### src/rtl/plds_pkg.sv
/*
  Shared constants and carrier types for the link criteria and speed downshift block.
  Assumes a 125 MHz system clock and a plain one-cycle register port.
*/
package plds_pkg;

  // Register indices (16-bit management registers, word addressed)
  localparam logic [4:0] REG_CTRL   = 5'h00;
  localparam logic [4:0] REG_ADV    = 5'h04;
  localparam logic [4:0] REG_LP     = 5'h05;
  localparam logic [4:0] REG_PCFG   = 5'h10;
  localparam logic [4:0] REG_PSTAT  = 5'h11;
  localparam logic [4:0] REG_EVT    = 5'h13;
  localparam logic [4:0] REG_DSCFG  = 5'h1b;

  // Field positions
  localparam int CTRL_PWRDN_BIT   = 11;
  localparam int ADV_PAUSE_BIT    = 10;
  localparam int ADV_ASYM_BIT     = 11;
  localparam int LP_PAUSE_LSB     = 10;
  localparam int PCFG_DSHIFT_BIT  = 7;
  localparam int PCFG_LTDIS_BIT   = 14;
  localparam int PSTAT_SPEED_LSB  = 14;
  localparam int EVT_DSHIFT_BIT   = 5;
  localparam int DSCFG_CNT_LSB    = 6;

  // Reset values
  localparam logic [15:0] CTRL_RST  = 16'h1000;
  localparam logic [15:0] ADV_RST   = 16'h0000;
  localparam logic [15:0] PCFG_RST  = 16'h0000;
  localparam logic [15:0] DSCFG_RST = 16'h0080;

  // Timing
  localparam int CLK_KHZ          = 125000;
  localparam int NLP_TX_MS        = 16;
  localparam int NLP_RX_MIN_MS    = 10;
  localparam int NLP_RX_MAX_MS    = 20;
  localparam int RESTORE_MS       = 2000;
  localparam int NLP_TX_CYC       = NLP_TX_MS * CLK_KHZ;
  localparam int NLP_RX_MIN_CYC   = NLP_RX_MIN_MS * CLK_KHZ;
  localparam int NLP_RX_MAX_CYC   = NLP_RX_MAX_MS * CLK_KHZ;
  localparam int RESTORE_CYC      = RESTORE_MS * CLK_KHZ;
  localparam int NLP_GOOD_NEED    = 2;

  // Speed codes
  typedef enum logic [1:0] {
    SPD_10   = 2'b00,
    SPD_100  = 2'b01,
    SPD_1000 = 2'b10
  } plds_speed_t;

  // Line-side receive indications from the analog/DSP path
  typedef struct packed {
    logic train_done_local;
    logic train_done_remote;
    logic gig_sym_valid;
    logic desc_lock;
    logic idle_rate_ok;
    logic normal_link_pulse;
    logic an_done;
    logic gig_fail;
  } plds_line_t;

  // Register port request
  typedef struct packed {
    logic        wr;
    logic        rd;
    logic [4:0]  addr;
    logic [15:0] wdata;
  } plds_req_t;

endpackage : plds_pkg

### src/rtl/plds_link_ctrl.sv
/*
  Link-up/keep criteria, speed downshift and restore, pause advertisement exchange
  and software power-down for a copper PHY.
  Assumes line indications arrive asynchronously and are synchronised here; register
  port comes from logic on clk. Partner pause bits are captured at negotiation end.
*/
// Design decisions made here: strobed register access and the register addresses.
// Functional notes
// - Gigabit link first trains filters on exchanged idle symbols.
// - Gigabit link comes up only when both ends signal training complete.
// - Gigabit link holds while valid symbols arrive; idles fill gaps when sending.
// - Fast link sends idles at once, up when descrambler locks and stays locked.
// - Fast link holds unless received idle rate falls below minimum.
// - Ten-meg mode sends one normal link pulse every 16 ms.
// - Partner pulses every 10 to 20 ms keep a ten-meg link up.
// - Without downshift a failed gigabit attempt retries same speeds forever.
// - With downshift, after 1-5 failures lower advertised top speed one step.
// - Downshifted link established then lost over two seconds restores advertisement.
// - Bit 7 of register 16 enables downshift.
// - A downshift sets status bit 5 of register 19.
// - Resolved speed shows in register 17 bits 15:14 while link is up.
// - Local pause bits in register 4; partner pause bits in register 5 bits 11:10.
// - 16-bit management registers exposed over the management port.
// - In low-power mode nothing is transmitted or received.
// - Register 0 bit 11 powers down the port; registers remain accessible.
// - Clearing power-down re-initialises analog but keeps configuration.
// - With link test on, transmit enables after 2 pulses, disables when they stop.
`timescale 1ns/10ps
module plds_link_ctrl #(
  parameter int NLP_TX_CYC  = plds_pkg::NLP_TX_CYC,
  parameter int NLP_MAX_CYC = plds_pkg::NLP_RX_MAX_CYC,
  parameter int RESTORE_CYC = plds_pkg::RESTORE_CYC
) (
  // Clock and reset
  input  wire logic                clk,
  input  wire logic                arst_n,
  // Register port
  input  wire plds_pkg::plds_req_t req,
  output logic [15:0]              rdata,
  // Line side indications (asynchronous)
  input  wire plds_pkg::plds_line_t line_in,
  input  wire logic [1:0]          lp_pause_in,
  input  wire logic [1:0]          neg_speed_in,
  // Line side controls
  output logic                     send_idle,
  output logic                     nlp_tx,
  output logic                     tx_enable,
  output logic                     rx_enable,
  output logic                     analog_reinit,
  output logic [1:0]               adv_top_speed,
  // Status and MAC power control
  input  wire logic                mac_pwrdn,
  output logic                     link_up
);

  localparam int CW = 32;

  // Two-stage synchronisers for every line-side level
  logic [7:0] line_s1_reg;
  logic [7:0] line_s2_reg;
  logic [3:0] aux_s1_reg;
  logic [3:0] aux_s2_reg;
  always_ff @(posedge clk or negedge arst_n)
  begin
    if (!arst_n)
    begin
      line_s1_reg <= 8'h00;
      line_s2_reg <= 8'h00;
      aux_s1_reg  <= 4'h0;
      aux_s2_reg  <= 4'h0;
    end
    else
    begin
      line_s1_reg <= line_in;
      line_s2_reg <= line_s1_reg;
      aux_s1_reg  <= {lp_pause_in, neg_speed_in};
      aux_s2_reg  <= aux_s1_reg;
    end
  end

  plds_pkg::plds_line_t ln;
  assign ln = line_s2_reg;

  // Registers and state
  logic [15:0] ctrl_reg, ctrl_next;
  logic [15:0] adv_reg, adv_next;
  logic [1:0]  lp_reg, lp_next;
  logic [15:0] pcfg_reg, pcfg_next;
  logic [15:0] dscfg_reg, dscfg_next;
  logic        dsev_reg, dsev_next;
  logic [1:0]  top_reg, top_next;
  logic [1:0]  spd_reg, spd_next;
  logic [2:0]  fail_reg, fail_next;
  logic        shifted_reg, shifted_next;
  logic        up_reg, up_next;
  logic [CW-1:0] nlp_tx_cnt_reg, nlp_tx_cnt_next;
  logic [CW-1:0] nlp_rx_cnt_reg, nlp_rx_cnt_next;
  logic [CW-1:0] lost_cnt_reg, lost_cnt_next;
  logic [2:0]  nlp_seen_reg, nlp_seen_next;
  logic        nlp_prev_reg, nlp_prev_next;
  logic        nlp_tx_reg, nlp_tx_next;
  logic        txen_reg, txen_next;
  logic        rxen_reg, rxen_next;
  logic        idle_reg, idle_next;
  logic        pwr_prev_reg, pwr_prev_next;
  logic        reinit_reg, reinit_next;
  logic        fail_prev_reg, fail_prev_next;
  logic        an_prev_reg, an_prev_next;
  logic [15:0] rdata_reg, rdata_next;

  logic        pwrdn;
  logic        ds_en;
  logic [2:0]  ds_limit;
  logic        link_ok;
  logic        nlp_edge;
  logic        fail_edge;
  logic        dsev_set;

  assign pwrdn     = ctrl_reg[plds_pkg::CTRL_PWRDN_BIT] | mac_pwrdn;
  assign ds_en     = pcfg_reg[plds_pkg::PCFG_DSHIFT_BIT];
  assign ds_limit  = dscfg_reg[plds_pkg::DSCFG_CNT_LSB +: 3];
  assign nlp_edge  = ln.normal_link_pulse & ~nlp_prev_reg;
  assign fail_edge = ln.gig_fail & ~fail_prev_reg;

  // Link criteria per resolved speed
  always_comb
  begin
    link_ok = 1'b0;
    unique case (spd_reg)
      plds_pkg::SPD_1000:
        // Training on idles, then both ends flip idle coding; keep on valid symbols
        link_ok = ln.train_done_local & ln.train_done_remote & ln.gig_sym_valid;
      plds_pkg::SPD_100:
        link_ok = ln.desc_lock & ln.idle_rate_ok;
      plds_pkg::SPD_10:
        link_ok = (nlp_seen_reg >= 3'(plds_pkg::NLP_GOOD_NEED))
                  && (nlp_rx_cnt_reg < CW'(NLP_MAX_CYC));
      default:
        link_ok = 1'b0;
    endcase
    if (pwrdn)
      link_ok = 1'b0;
  end

  // Next-state logic for link, downshift, pulses and registers
  always_comb
  begin
    ctrl_next       = ctrl_reg;
    adv_next        = adv_reg;
    lp_next         = lp_reg;
    pcfg_next       = pcfg_reg;
    dscfg_next      = dscfg_reg;
    dsev_next       = dsev_reg;
    top_next        = top_reg;
    spd_next        = spd_reg;
    fail_next       = fail_reg;
    shifted_next    = shifted_reg;
    up_next         = link_ok;
    nlp_tx_cnt_next = nlp_tx_cnt_reg;
    nlp_rx_cnt_next = nlp_rx_cnt_reg;
    lost_cnt_next   = lost_cnt_reg;
    nlp_seen_next   = nlp_seen_reg;
    nlp_prev_next   = ln.normal_link_pulse;
    fail_prev_next  = ln.gig_fail;
    an_prev_next    = ln.an_done;
    nlp_tx_next     = 1'b0;
    pwr_prev_next   = ctrl_reg[plds_pkg::CTRL_PWRDN_BIT];
    reinit_next     = pwr_prev_reg & ~ctrl_reg[plds_pkg::CTRL_PWRDN_BIT];
    rdata_next      = 16'h0000;
    dsev_set        = 1'b0;

    // Negotiated speed and partner pause captured when negotiation completes
    if (ln.an_done & ~an_prev_reg)
    begin
      spd_next = (aux_s2_reg[1:0] > top_reg) ? top_reg : aux_s2_reg[1:0];
      lp_next  = aux_s2_reg[3:2];
    end

    // Normal link pulse transmit timer, 10 Mb/s only
    if (spd_reg == plds_pkg::SPD_10 && !pwrdn)
    begin
      if (nlp_tx_cnt_reg >= CW'(NLP_TX_CYC - 1))
      begin
        nlp_tx_cnt_next = '0;
        nlp_tx_next     = 1'b1;
      end
      else
        nlp_tx_cnt_next = nlp_tx_cnt_reg + 1'b1;
    end
    else
      nlp_tx_cnt_next = '0;

    // Receive pulse watchdog; a gap past the window drops the count
    if (nlp_edge)
    begin
      nlp_rx_cnt_next = '0;
      if (nlp_seen_reg != 3'h7)
        nlp_seen_next = nlp_seen_reg + 1'b1;
    end
    else if (nlp_rx_cnt_reg < CW'(NLP_MAX_CYC))
      nlp_rx_cnt_next = nlp_rx_cnt_reg + 1'b1;
    else
      nlp_seen_next = 3'h0;

    // Failed gigabit attempts and downshift
    if (link_ok)
      fail_next = 3'h0;
    else if (fail_edge && top_reg == plds_pkg::SPD_1000 || fail_edge && shifted_reg)
    begin
      if (!ds_en)
        fail_next = 3'h0;
      else if (top_reg != plds_pkg::SPD_10 && fail_reg + 3'h1 >= ds_limit)
      begin
        top_next     = top_reg - 2'b01;
        shifted_next = 1'b1;
        fail_next    = 3'h0;
        dsev_next    = 1'b1;
        dsev_set     = 1'b1;
      end
      else
        fail_next = fail_reg + 3'h1;
    end

    // Restore original advertisement after a long loss of a downshifted link
    if (link_ok)
      lost_cnt_next = '0;
    else if (shifted_reg && up_reg)
      lost_cnt_next = 32'h1;
    else if (shifted_reg && lost_cnt_reg != '0)
    begin
      if (lost_cnt_reg > CW'(RESTORE_CYC))
      begin
        top_next      = plds_pkg::SPD_1000;
        shifted_next  = 1'b0;
        lost_cnt_next = '0;
      end
      else
        lost_cnt_next = lost_cnt_reg + 1'b1;
    end

    // Register writes
    if (req.wr)
    begin
      unique case (req.addr)
        plds_pkg::REG_CTRL:  ctrl_next  = req.wdata;
        plds_pkg::REG_ADV:   adv_next   = req.wdata;
        plds_pkg::REG_PCFG:  pcfg_next  = req.wdata;
        plds_pkg::REG_DSCFG: dscfg_next = req.wdata;
        default:             ;
      endcase
    end

    // Register reads, one cycle latency; status bit clears on read, set wins
    if (req.rd)
    begin
      unique case (req.addr)
        plds_pkg::REG_CTRL:  rdata_next = ctrl_reg;
        plds_pkg::REG_ADV:   rdata_next = adv_reg;
        plds_pkg::REG_LP:    rdata_next = 16'(lp_reg) << plds_pkg::LP_PAUSE_LSB;
        plds_pkg::REG_PCFG:  rdata_next = pcfg_reg;
        plds_pkg::REG_PSTAT: rdata_next = up_reg ? 16'(spd_reg) << plds_pkg::PSTAT_SPEED_LSB
                                                 : 16'h0000;
        plds_pkg::REG_EVT:
        begin
          rdata_next = 16'(dsev_reg) << plds_pkg::EVT_DSHIFT_BIT;
          if (!dsev_set)
            dsev_next = 1'b0;
        end
        plds_pkg::REG_DSCFG: rdata_next = dscfg_reg;
        default:             rdata_next = 16'h0000;
      endcase
    end
  end

  // Transmit/receive gating; link test may be disabled by software
  always_comb
  begin
    idle_next = ~pwrdn & (spd_reg != plds_pkg::SPD_10);
    rxen_next = ~pwrdn & link_ok;
    if (spd_reg == plds_pkg::SPD_10 && !pcfg_reg[plds_pkg::PCFG_LTDIS_BIT])
      txen_next = ~pwrdn & (nlp_seen_reg >= 3'(plds_pkg::NLP_GOOD_NEED));
    else
      txen_next = ~pwrdn & link_ok;
  end

  // State registers; power-down leaves configuration untouched
  always_ff @(posedge clk or negedge arst_n)
  begin
    if (!arst_n)
    begin
      ctrl_reg       <= plds_pkg::CTRL_RST;
      adv_reg        <= plds_pkg::ADV_RST;
      lp_reg         <= 2'b00;
      pcfg_reg       <= plds_pkg::PCFG_RST;
      dscfg_reg      <= plds_pkg::DSCFG_RST;
      dsev_reg       <= 1'b0;
      top_reg        <= plds_pkg::SPD_1000;
      spd_reg        <= plds_pkg::SPD_1000;
      fail_reg       <= 3'h0;
      shifted_reg    <= 1'b0;
      up_reg         <= 1'b0;
      nlp_tx_cnt_reg <= '0;
      nlp_rx_cnt_reg <= '0;
      lost_cnt_reg   <= '0;
      nlp_seen_reg   <= 3'h0;
      nlp_prev_reg   <= 1'b0;
      nlp_tx_reg     <= 1'b0;
      txen_reg       <= 1'b0;
      rxen_reg       <= 1'b0;
      idle_reg       <= 1'b0;
      pwr_prev_reg   <= 1'b0;
      reinit_reg     <= 1'b0;
      fail_prev_reg  <= 1'b0;
      an_prev_reg    <= 1'b0;
      rdata_reg      <= 16'h0000;
    end
    else
    begin
      ctrl_reg       <= ctrl_next;
      adv_reg        <= adv_next;
      lp_reg         <= lp_next;
      pcfg_reg       <= pcfg_next;
      dscfg_reg      <= dscfg_next;
      dsev_reg       <= dsev_next;
      top_reg        <= top_next;
      spd_reg        <= spd_next;
      fail_reg       <= fail_next;
      shifted_reg    <= shifted_next;
      up_reg         <= up_next;
      nlp_tx_cnt_reg <= nlp_tx_cnt_next;
      nlp_rx_cnt_reg <= nlp_rx_cnt_next;
      lost_cnt_reg   <= lost_cnt_next;
      nlp_seen_reg   <= nlp_seen_next;
      nlp_prev_reg   <= nlp_prev_next;
      nlp_tx_reg     <= nlp_tx_next;
      txen_reg       <= txen_next;
      rxen_reg       <= rxen_next;
      idle_reg       <= idle_next;
      pwr_prev_reg   <= pwr_prev_next;
      reinit_reg     <= reinit_next;
      fail_prev_reg  <= fail_prev_next;
      an_prev_reg    <= an_prev_next;
      rdata_reg      <= rdata_next;
    end
  end

  // Outputs straight from flip-flops
  assign rdata         = rdata_reg;
  assign send_idle     = idle_reg;
  assign nlp_tx        = nlp_tx_reg;
  assign tx_enable     = txen_reg;
  assign rx_enable     = rxen_reg;
  assign analog_reinit = reinit_reg;
  assign adv_top_speed = top_reg;
  assign link_up       = up_reg;

endmodule : plds_link_ctrl

### config.mk
export PLATFORM = sky130hd
export DESIGN_NAME = plds_link_ctrl
export DESIGN_NICKNAME = d
export VERILOG_FILES = /design/src/rtl/plds_pkg.sv /design/src/rtl/plds_link_ctrl.sv
export SDC_FILE = /design/constraint.sdc
export NUM_CORES = 1
export LEC_CHECK = 0
export BUFFER_PORTS_ARGS = -buffer_cell sky130_fd_sc_hd__buf_4
export CORE_MARGIN = 2
export CORE_UTILIZATION = 45
export CTS_CLUSTER_SIZE = 14
export DETAILED_ROUTE_END_ITERATION = 10
export SKIP_CTS_REPAIR_TIMING = 1
export SLEW_MARGIN = 25
export SYNTH_ARGS = -nofsm -noshare
export SYNTH_HDL_FRONTEND = slang
export SYNTH_SLANG_ARGS = --single-unit
export TNS_END_PERCENT = 50
### constraint.sdc
create_clock -name clk -period 2.8 [get_ports clk]
set_input_delay 0 -clock clk [delete_from_list [all_inputs] [get_ports clk]]
set_output_delay 0 -clock clk [all_outputs]
set_load 0.02 [all_outputs]
Yosys cells after proc, flatten, opt, wreduce, memory -nomap -nowiden
Cells that the tools add are included.

Input bits: 38. Bits in registers: 224. Word-level logic and storage cells: 144.

Reductions and logical operators: 24. $add $sub $neg: 6. Order comparisons: 6. Eq/ne operators: 12. Bitwise logic cells: 16. Multiplexer cells: 51.

Operators with widths (count): 32-bit 2-to-1 mux (8); 16-bit one-hot mux with 7 select lines (1); 32-bit by 1-bit adder with 32-bit output, second input constant (3); 32-bit by 21-bit >= comparator with 1-bit output, second input constant (1); 32-bit by 28-bit greater-than comparator with 1-bit output, second input constant (1); 32-bit by 22-bit less-than comparator with 1-bit output, second input constant (1); 16-bit 2-to-1 mux (2); 32-bit nonzero test (1); 1-bit 2-to-1 mux (23); 3-bit 2-to-1 mux (7); 5-bit equality test, second input constant (4); 2-bit 2-to-1 mux (9); 1-bit bitwise AND (10); 5-bit by 3-bit equality test with 1-bit output, second input constant (2); 2-bit AND reduction (5); 1-bit logical AND (8); 2-bit nonzero test (4); 3-bit by 1-bit adder with 3-bit output, second input constant (2); 5-bit logical NOT (1); 1-bit inverter (5); 2-bit equality test, second input constant (2); 3-bit by 2-bit >= comparator with 1-bit output, second input constant (1); 3-bit >= comparator (1); 3-bit != test, second input constant (1); 11 further kinds (12).

Logic depth before layout (Yosys ltp)
Gate-level depths: netlist of the first run.

Depth in word-level cells: 11. Depth in mapped cells: 11. Gate-level depth less buffers: 9.

Worst setup path before layout of the first run
No wires, ideal clock.

Path type: register -> register. From: register lost_cnt_reg[0]. To: register lost_cnt_reg[22]. Cell stages (with the launch flop): 11. Path buffers: 3. Arrival time: 2.198 ns. Library setup time: 0.069 ns. Slack: 0.533 ns. Path through: dfrtp_1 > inv_1 > ha_1 > nor4b_1 > nand3_1 > o41a_1 > buf_6 > a221o_1 > buf_6 > buf_8 > nor2_2.

Longest elaborated chain between the ends: 5.

Ends and longest elaborated chain: start, declared (RTL line plds_link_ctrl.sv:98) `logic [CW-1:0] lost_cnt_reg, lost_cnt_next;`; start signal, assigned (RTL line plds_link_ctrl.sv:332) `lost_cnt_reg <= lost_cnt_next;`; 32-bit by 1-bit adder with 32-bit output / 32-bit by 28-bit greater-than comparator with 1-bit output (equally long branches) (RTL line plds_link_ctrl.sv:238, plds_link_ctrl.sv:231); 32-bit 2-to-1 mux (RTL line plds_link_ctrl.sv:231) `if (lost_cnt_reg > CW'(RESTORE_CYC))`; 32-bit 2-to-1 mux (RTL line plds_link_ctrl.sv:229) `else if (shifted_reg && lost_cnt_reg != '0)`; 32-bit 2-to-1 mux (RTL line plds_link_ctrl.sv:227) `else if (shifted_reg && up_reg)`; 32-bit 2-to-1 mux (RTL line plds_link_ctrl.sv:225) `if (link_ok)`.

Parallel ways exist; a longest one is shown, timed or not. The select of a mux whose other input is x is not followed. A chain may end at the register's enable or synchronous reset.

Worst setup path in the final report of the first run
From: register lost_cnt_reg[0]. To: register lost_cnt_reg[3].

The elaborated chain is that of the path after synthesis.

==> results of run 1 <==
==> layout make-up <==
type / count / share of cell area
inverters: 23 / 0.00718
well taps: 280 / 0.0291
repair buffers: 118 / 0.0843
flip-flops and latches: 224 / 0.467
multi-input cells: 586 / 0.342
clock inverters: 14 / 0.0148
clock buffers: 30 / 0.0561
==> routing by layer <==
metal  routed length (µm)  part of all wire
met5                    0                 0
met4                  375             0.018
met3                  707             0.034
met2                 9300              0.45
met1                10100              0.49
==> metrics by stage <==
step	setup WS, ns	power [mW]	std cells
after floorplan	0.533	4.81	865
after detailed placement	0.269	5.30	1198
after global placement	0.341	5.29	1198
after CTS	0.275	8.71	1242
after global routing	0.0636	9.06	1275
final	0.301	8.65	1275
==> power by group <==
group	switching (mW)	internal [mW]
Sequential	0.270	3.61
Combinational	0.765	0.631
Clock	1.30	2.07
==> worst reg2reg max path: stages (launching register included) <==
cell and delay [ns]:
dfrtp_1 0.42, inv_1 0.09, ha_1 0.13, nor4b_1 0.27, nand3_1 0.18, o41a_1 0.58, a221o_1 0.42, buf_12 0.20
nor2_1 0.13
==> cell usage in the layout (no fill, tap or decap), drive strengths merged, types with 14 or more instances in the layout <==
| cell | Yosys | layout |
|---|---|---|
| clkbuf | 26 | 30 |
| nor2 | 72 | 72 |
| inv | 23 | 23 |
| ha | 16 | 16 |
| and3 | 14 | 14 |
| dlygate4sd3 | 0 | 33 |
| xnor2 | 21 | 21 |
| o21ai | 14 | 14 |
| mux2 | 85 | 85 |
| nand2 | 54 | 54 |
| a21oi | 34 | 34 |
| buf | 6 | 85 |
| nor3 | 37 | 37 |
| xor2 | 41 | 41 |
| nand3 | 36 | 36 |
| nor4 | 18 | 18 |
| nand4 | 29 | 29 |
| dfrtp | 220 | 220 |
| and2 | 18 | 18 |
| a22oi | 17 | 17 |
==> cell families (layout without fill, tap and decap cells) <==
family,count (synthesis),after routing,share of synthesized area
fa+ha+maj,16,16,0.0202
compound gates,95,95,0.0633
flops,224,224,0.565
other cells,1,11,0.000378
simple gates,314,314,0.172
xor+xnor,62,62,0.0547
mux,88,88,0.0995
buf+inv,55,185,0.0245
==> path summary, 6_finish.rpt <==
check,startpoint,endpoint,slack [ns],depth (start not counted)
setup / recovery,lost_cnt_reg[0]$_DFFE_PN0P_,lost_cnt_reg[3]$_DFFE_PN0P_,0.30,8
setup reg to reg,lost_cnt_reg[0]$_DFFE_PN0P_,lost_cnt_reg[3]$_DFFE_PN0P_,0.30,8
hold reg to reg,line_s1_reg[7]$_DFF_PN0_,line_s2_reg[7]$_DFF_PN0_,0.35,0
max in group asynchronous,arst_n,nlp_tx_cnt_reg[28]$_DFF_PN0_,1.88,3
hold / removal,req[19],rdata[5]$_DFF_PN0_,-0.01,4
min in group asynchronous,arst_n,rdata[4]$_DFF_PN0_,0.12,2
==> results.yml, run 1 <==
timing:
  finClkSkew_ns: 0.00953
  finalSetupViolations: 0
  fmax_mhz: 400
  worstMarginPinSlew_ns: 0.897
  rsz0062_at_grt: "no"
  slew_viol_final: 0
  fin_crit_sh: 0.892
  holdWs_ns: -0.00972
  slew-limit-headroom: 0.400
  finalHoldViolCount: 1
  fin_tns_setup_ns: 0
  finalCriticalPeriod_ns: 2.50
cts:
  cts_tree: "built"
  numClockSinks: 224
  clockRootBuffer: "clkbuf_16"
  clockBufferDepth: 3
  cts.reportedPaths.clkPinSlew_ns: 0.06
  cts_buffers: 24
  clock_latency_ns: 0.52
  htree_levels: 1
floorplan:
  initial_core_util: 0.456
  die_y_um: 152
  core_mm2: 0.0218
  ioPinCount: 62
  dieArea_mm2: 0.0233
  fp.dieW_um: 152
  rows: 54
setup_path:
  crit_fanout: 28
  critPathTopFamily: "compound AO/OA/AOI/OAI gates"
  crit_required_ns: 3.24
  critical_path.slowest_cell: "o41a_1"
  start_kind: "register"
  cp-end-kind: "register"
  crit_chain: "inv_1 -> ha_1 -> nor4b_1 -> nand3_1 -> o41a_1 -> a221o_1 -> buf_12 -> nor2_1"
  max_stage_delay_ns: 0.58
  cp.buffers_inverters: 2
  critPathArrivalTime_ns: 2.94
  worst-setup-path-type: "register to register"
final_layout:
  syn_to_final_growth_pct: 21.2
  fin_nets: 1031
  fin_util: 0.553
  drive_gt1_frac: 0.239
  fillerInstances: 1891
  regArea_mm2: 0.00561
  antenna-diode-count: 0
  finalInstanceArea_mm2: 0.0120
  multiInputGateArea_mm2: 0.00411
global_routing:
  grt_pass1_wl_um: 34000
  track_usage: 0.176
  met1_usage: 0.261
  top_usage_layer: "met2"
  use_met2: 0.272
  antenna_found_initial: 0
  grt_overflow: 0
  grt_pass1_vias: 6622
  use_met3: 0.0299
  grt_max_degree: 103
detailed_routing:
  wl_um: 20500
  postRouteAntennaNets: 0
  drtIter0Drc: 340
  wl_per_cell_um: 16.1
  via_per_inst: 5.25
  drt_first_pass_iters: 4
  drcViolationCount: 0
  vias: 6693
synth:
  ys_seq_elements: 224
  ys.flop_type: "dfrtp_1"
  async_flop_share: 1.00
  syn-cell-area_mm2: 0.00992
  yosysTopAreaCell: "dfrtp_1"
  synth_cell_types: 63
  synth_cells: 855
  yosysMostFrequentCell: "dfrtp_1"
  yosysTopAreaCellShare: 0.555
  yosysWarnings: 0
  synth.area.top_cells: "dfrtp_1 (55%), mux2_2 (8.6%), xor2_1 (3.6%)"
  synthTopCellsByCount: "dfrtp_1 (220), mux2_2 (76), nand2_1 (54)"
  synth_edf_count: 0
  postSynthAreaPerCell_um2: 11.6
  ys_seq_area_frac: 0.565
flow_run:
  cap_violations: 0
placed_design:
  hpwl_um: 13500
  placed_area_mm2: 0.0108
  gp_congestion: 0.800
  port_buffers: 61
min_path:
  hold_path_class: "input port to register"
power_and_ir_drop:
  p_per_area_mw_per_mm2: 719
  leakage_nw: 5.38
  max-vdd-ir-drop_mv: 0.523
status:
  status: "finished with violations"
  violations: "hold timing"
(Power assumes the default switching activity.)
==> inputs of run 2 (changes only) <==
--- a/config.mk
+++ b/config.mk
@@ -10,6 +10,7 @@
 export CORE_UTILIZATION = 45
 export CTS_CLUSTER_SIZE = 14
 export DETAILED_ROUTE_END_ITERATION = 10
+export PLACE_DENSITY_LB_ADDON = 0.12
 export SKIP_CTS_REPAIR_TIMING = 1
 export SLEW_MARGIN = 25
 export SYNTH_ARGS = -nofsm -noshare
==> run 2 against run 1 <==
The run still ends with hold timing left. Clock power shrank 6%. Critical path depth down 2. Routed wire length up 0.47%. Core utilization is 0.32 points lower. Sequential power about the same. Clock-buffer cell count increased by 7. Final cell count decreased by 0.16%. Sequential share of layout area is 0.27 points higher. Combinational power is essentially flat. Setup slack got worse by 0.075 ns. Via count fell by 0.28%. Highest routed layer unchanged.
==> results.yml, run 2 (synthesis results as in run 1) <==
cts:
  cts.reportedPaths.clkPinSlew_ns: 0.06
  numClockSinks: 224
  cts_buffers: 24
  clockRootBuffer: "clkbuf_16"
  cts_tree: "built"
  clockBufferDepth: 3
  clock_latency_ns: 0.51
  htree_levels: 1
detailed_routing:
  via_per_inst: 5.24
  drt_first_pass_iters: 7
  wl_per_cell_um: 16.2
  wl_um: 20600
  vias: 6674
  drtIter0Drc: 499
  drcViolationCount: 0
  postRouteAntennaNets: 0
floorplan:
  core_mm2: 0.0218
  rows: 54
  ioPinCount: 62
  dieArea_mm2: 0.0233
  initial_core_util: 0.456
  die_y_um: 152
  fp.dieW_um: 152
setup_path:
  worst-setup-path-type: "register to register"
  critPathTopFamily: "compound AO/OA/AOI/OAI gates"
  crit_fanout: 12
  cp.buffers_inverters: 0
  cp-end-kind: "register"
  r2r-end: "nlp_rx_cnt_reg[9]$_DFFE_PN0P_"
  r2r-start: "nlp_rx_cnt_reg[16]$_DFFE_PN0P_"
  r2r_cells: 6
  critPathArrivalTime_ns: 3.00
  crit_required_ns: 3.23
  start_kind: "register"
  regToRegSetupSlack_ns: 0.23
  crit_chain: "a311oi_1 -> o2111ai_1 -> a2111oi_2 -> nand3_1 -> or4_1 -> a21oi_1"
  max_stage_delay_ns: 0.52
  critical_path.slowest_cell: "or4_1"
placed_design:
  gp_congestion: 0.800
  dp_slack_ns: 0.229
  port_buffers: 61
  hpwl_um: 13500
global_routing:
  track_usage: 0.177
  grt_pass1_wl_um: 34100
  antenna_found_initial: 0
  grt_overflow: 0
  grt_pass1_vias: 6562
  grt_max_degree: 87
final_layout:
  syn_to_final_growth_pct: 20.5
  regArea_mm2: 0.00561
  antenna-diode-count: 0
  drive_gt1_frac: 0.234
  fin_nets: 1030
  multiInputGateArea_mm2: 0.00411
  mostFrequentLayoutCells: "dfrtp_1 (220), buf_4 (82), mux2_2 (76)"
  final_common_cell: "dfrtp_1"
  fillerInstances: 1909
timing:
  fmax_mhz: 389
  rsz0062_at_grt: "no"
  slew-limit-headroom: 0.421
  worst_slack_ns: 0.226
  slew_viol_final: 0
  finalSetupViolations: 0
  holdWs_ns: -0.0305
  finalCriticalPeriod_ns: 2.57
  finClkSkew_ns: 0.0178
  finalHoldViolCount: 3
  fin_crit_sh: 0.919
  worstMarginPinSlew_ns: 0.867
  fin_tns_setup_ns: 0
status:
  violations: "hold timing"
  status: "finished with violations"
min_path:
  holdCritStartpoint: "req[20]"
  min_to: "rdata[1]$_DFF_PN0_"
  hold_path_depth: 4
  hold_path_class: "input port to register"
flow_run:
  cap_violations: 0
power_and_ir_drop:
  max-vdd-ir-drop_mv: 0.569
  finalPower_mw: 8.46
  leakage_nw: 5.35
  p_per_area_mw_per_mm2: 708
## run 2: worst max path at each step
| stage | depth (start not counted) | to | startpoint |
|---|---|---|---|
| global route | 6 | nlp_rx_cnt_reg[9]$_DFFE_PN0P_ | nlp_rx_cnt_reg[17]$_DFFE_PN0P_ |
| finish | 6 | nlp_rx_cnt_reg[9]$_DFFE_PN0P_ | nlp_rx_cnt_reg[16]$_DFFE_PN0P_ |
| detailed placement | 6 | nlp_rx_cnt_reg[9]$_DFFE_PN0P_ | nlp_rx_cnt_reg[16]$_DFFE_PN0P_ |
| floorplan | 10 | lost_cnt_reg[22]$_DFFE_PN0P_ | lost_cnt_reg[0]$_DFFE_PN0P_ |
| global placement | 6 | nlp_rx_cnt_reg[9]$_DFFE_PN0P_ | nlp_rx_cnt_reg[16]$_DFFE_PN0P_ |
| CTS | 6 | nlp_rx_cnt_reg[9]$_DFFE_PN0P_ | nlp_rx_cnt_reg[16]$_DFFE_PN0P_ |
## run 2: cell type report
type,count,share of cell area
flip-flops and latches,224,0.469
inverters,23,0.00722
clock inverters,6,0.00701
well taps,280,0.0293
repair buffers,117,0.0829
clock buffers,37,0.0603
multi-input cells,586,0.344
## run 2: through the flow
| stage | area (µm²) | utilization | instances |
|---|---|---|---|
| after global placement | 10800 | 0.498 | 1198 |
| after detailed placement | 10800 | 0.498 | 1198 |
| after CTS | 11600 | 0.535 | 1241 |
| after floorplan | 9960 | - | 865 |
| after global routing | 12000 | 0.550 | 1273 |
| final | 12000 | 0.550 | 1273 |
## run 2: routing by layer
layer / share of wire / global-route usage / up-vias
met5: 0 / 0 / -
met4: 0.017 / 0.0384 / 0
met3: 0.033 / 0.0265 / 26
met2: 0.46 / 0.275 / 94
met1: 0.49 / 0.265 / 3302
li1: - / - / 3252
## run 2: worst reg2reg max path, cell delays in order, from the launching register on
cell and delay [ns]:
dfrtp_1 0.42, a311oi_1 0.33, o2111ai_1 0.21, a2111oi_2 0.46, nand3_1 0.41, or4_1 0.52, a21oi_1 0.15
## run 2: power breakdown
group,switching [mW],internal [mW]
combinational,0.775,0.633
clock,1.23,1.95
sequential,0.266,3.61
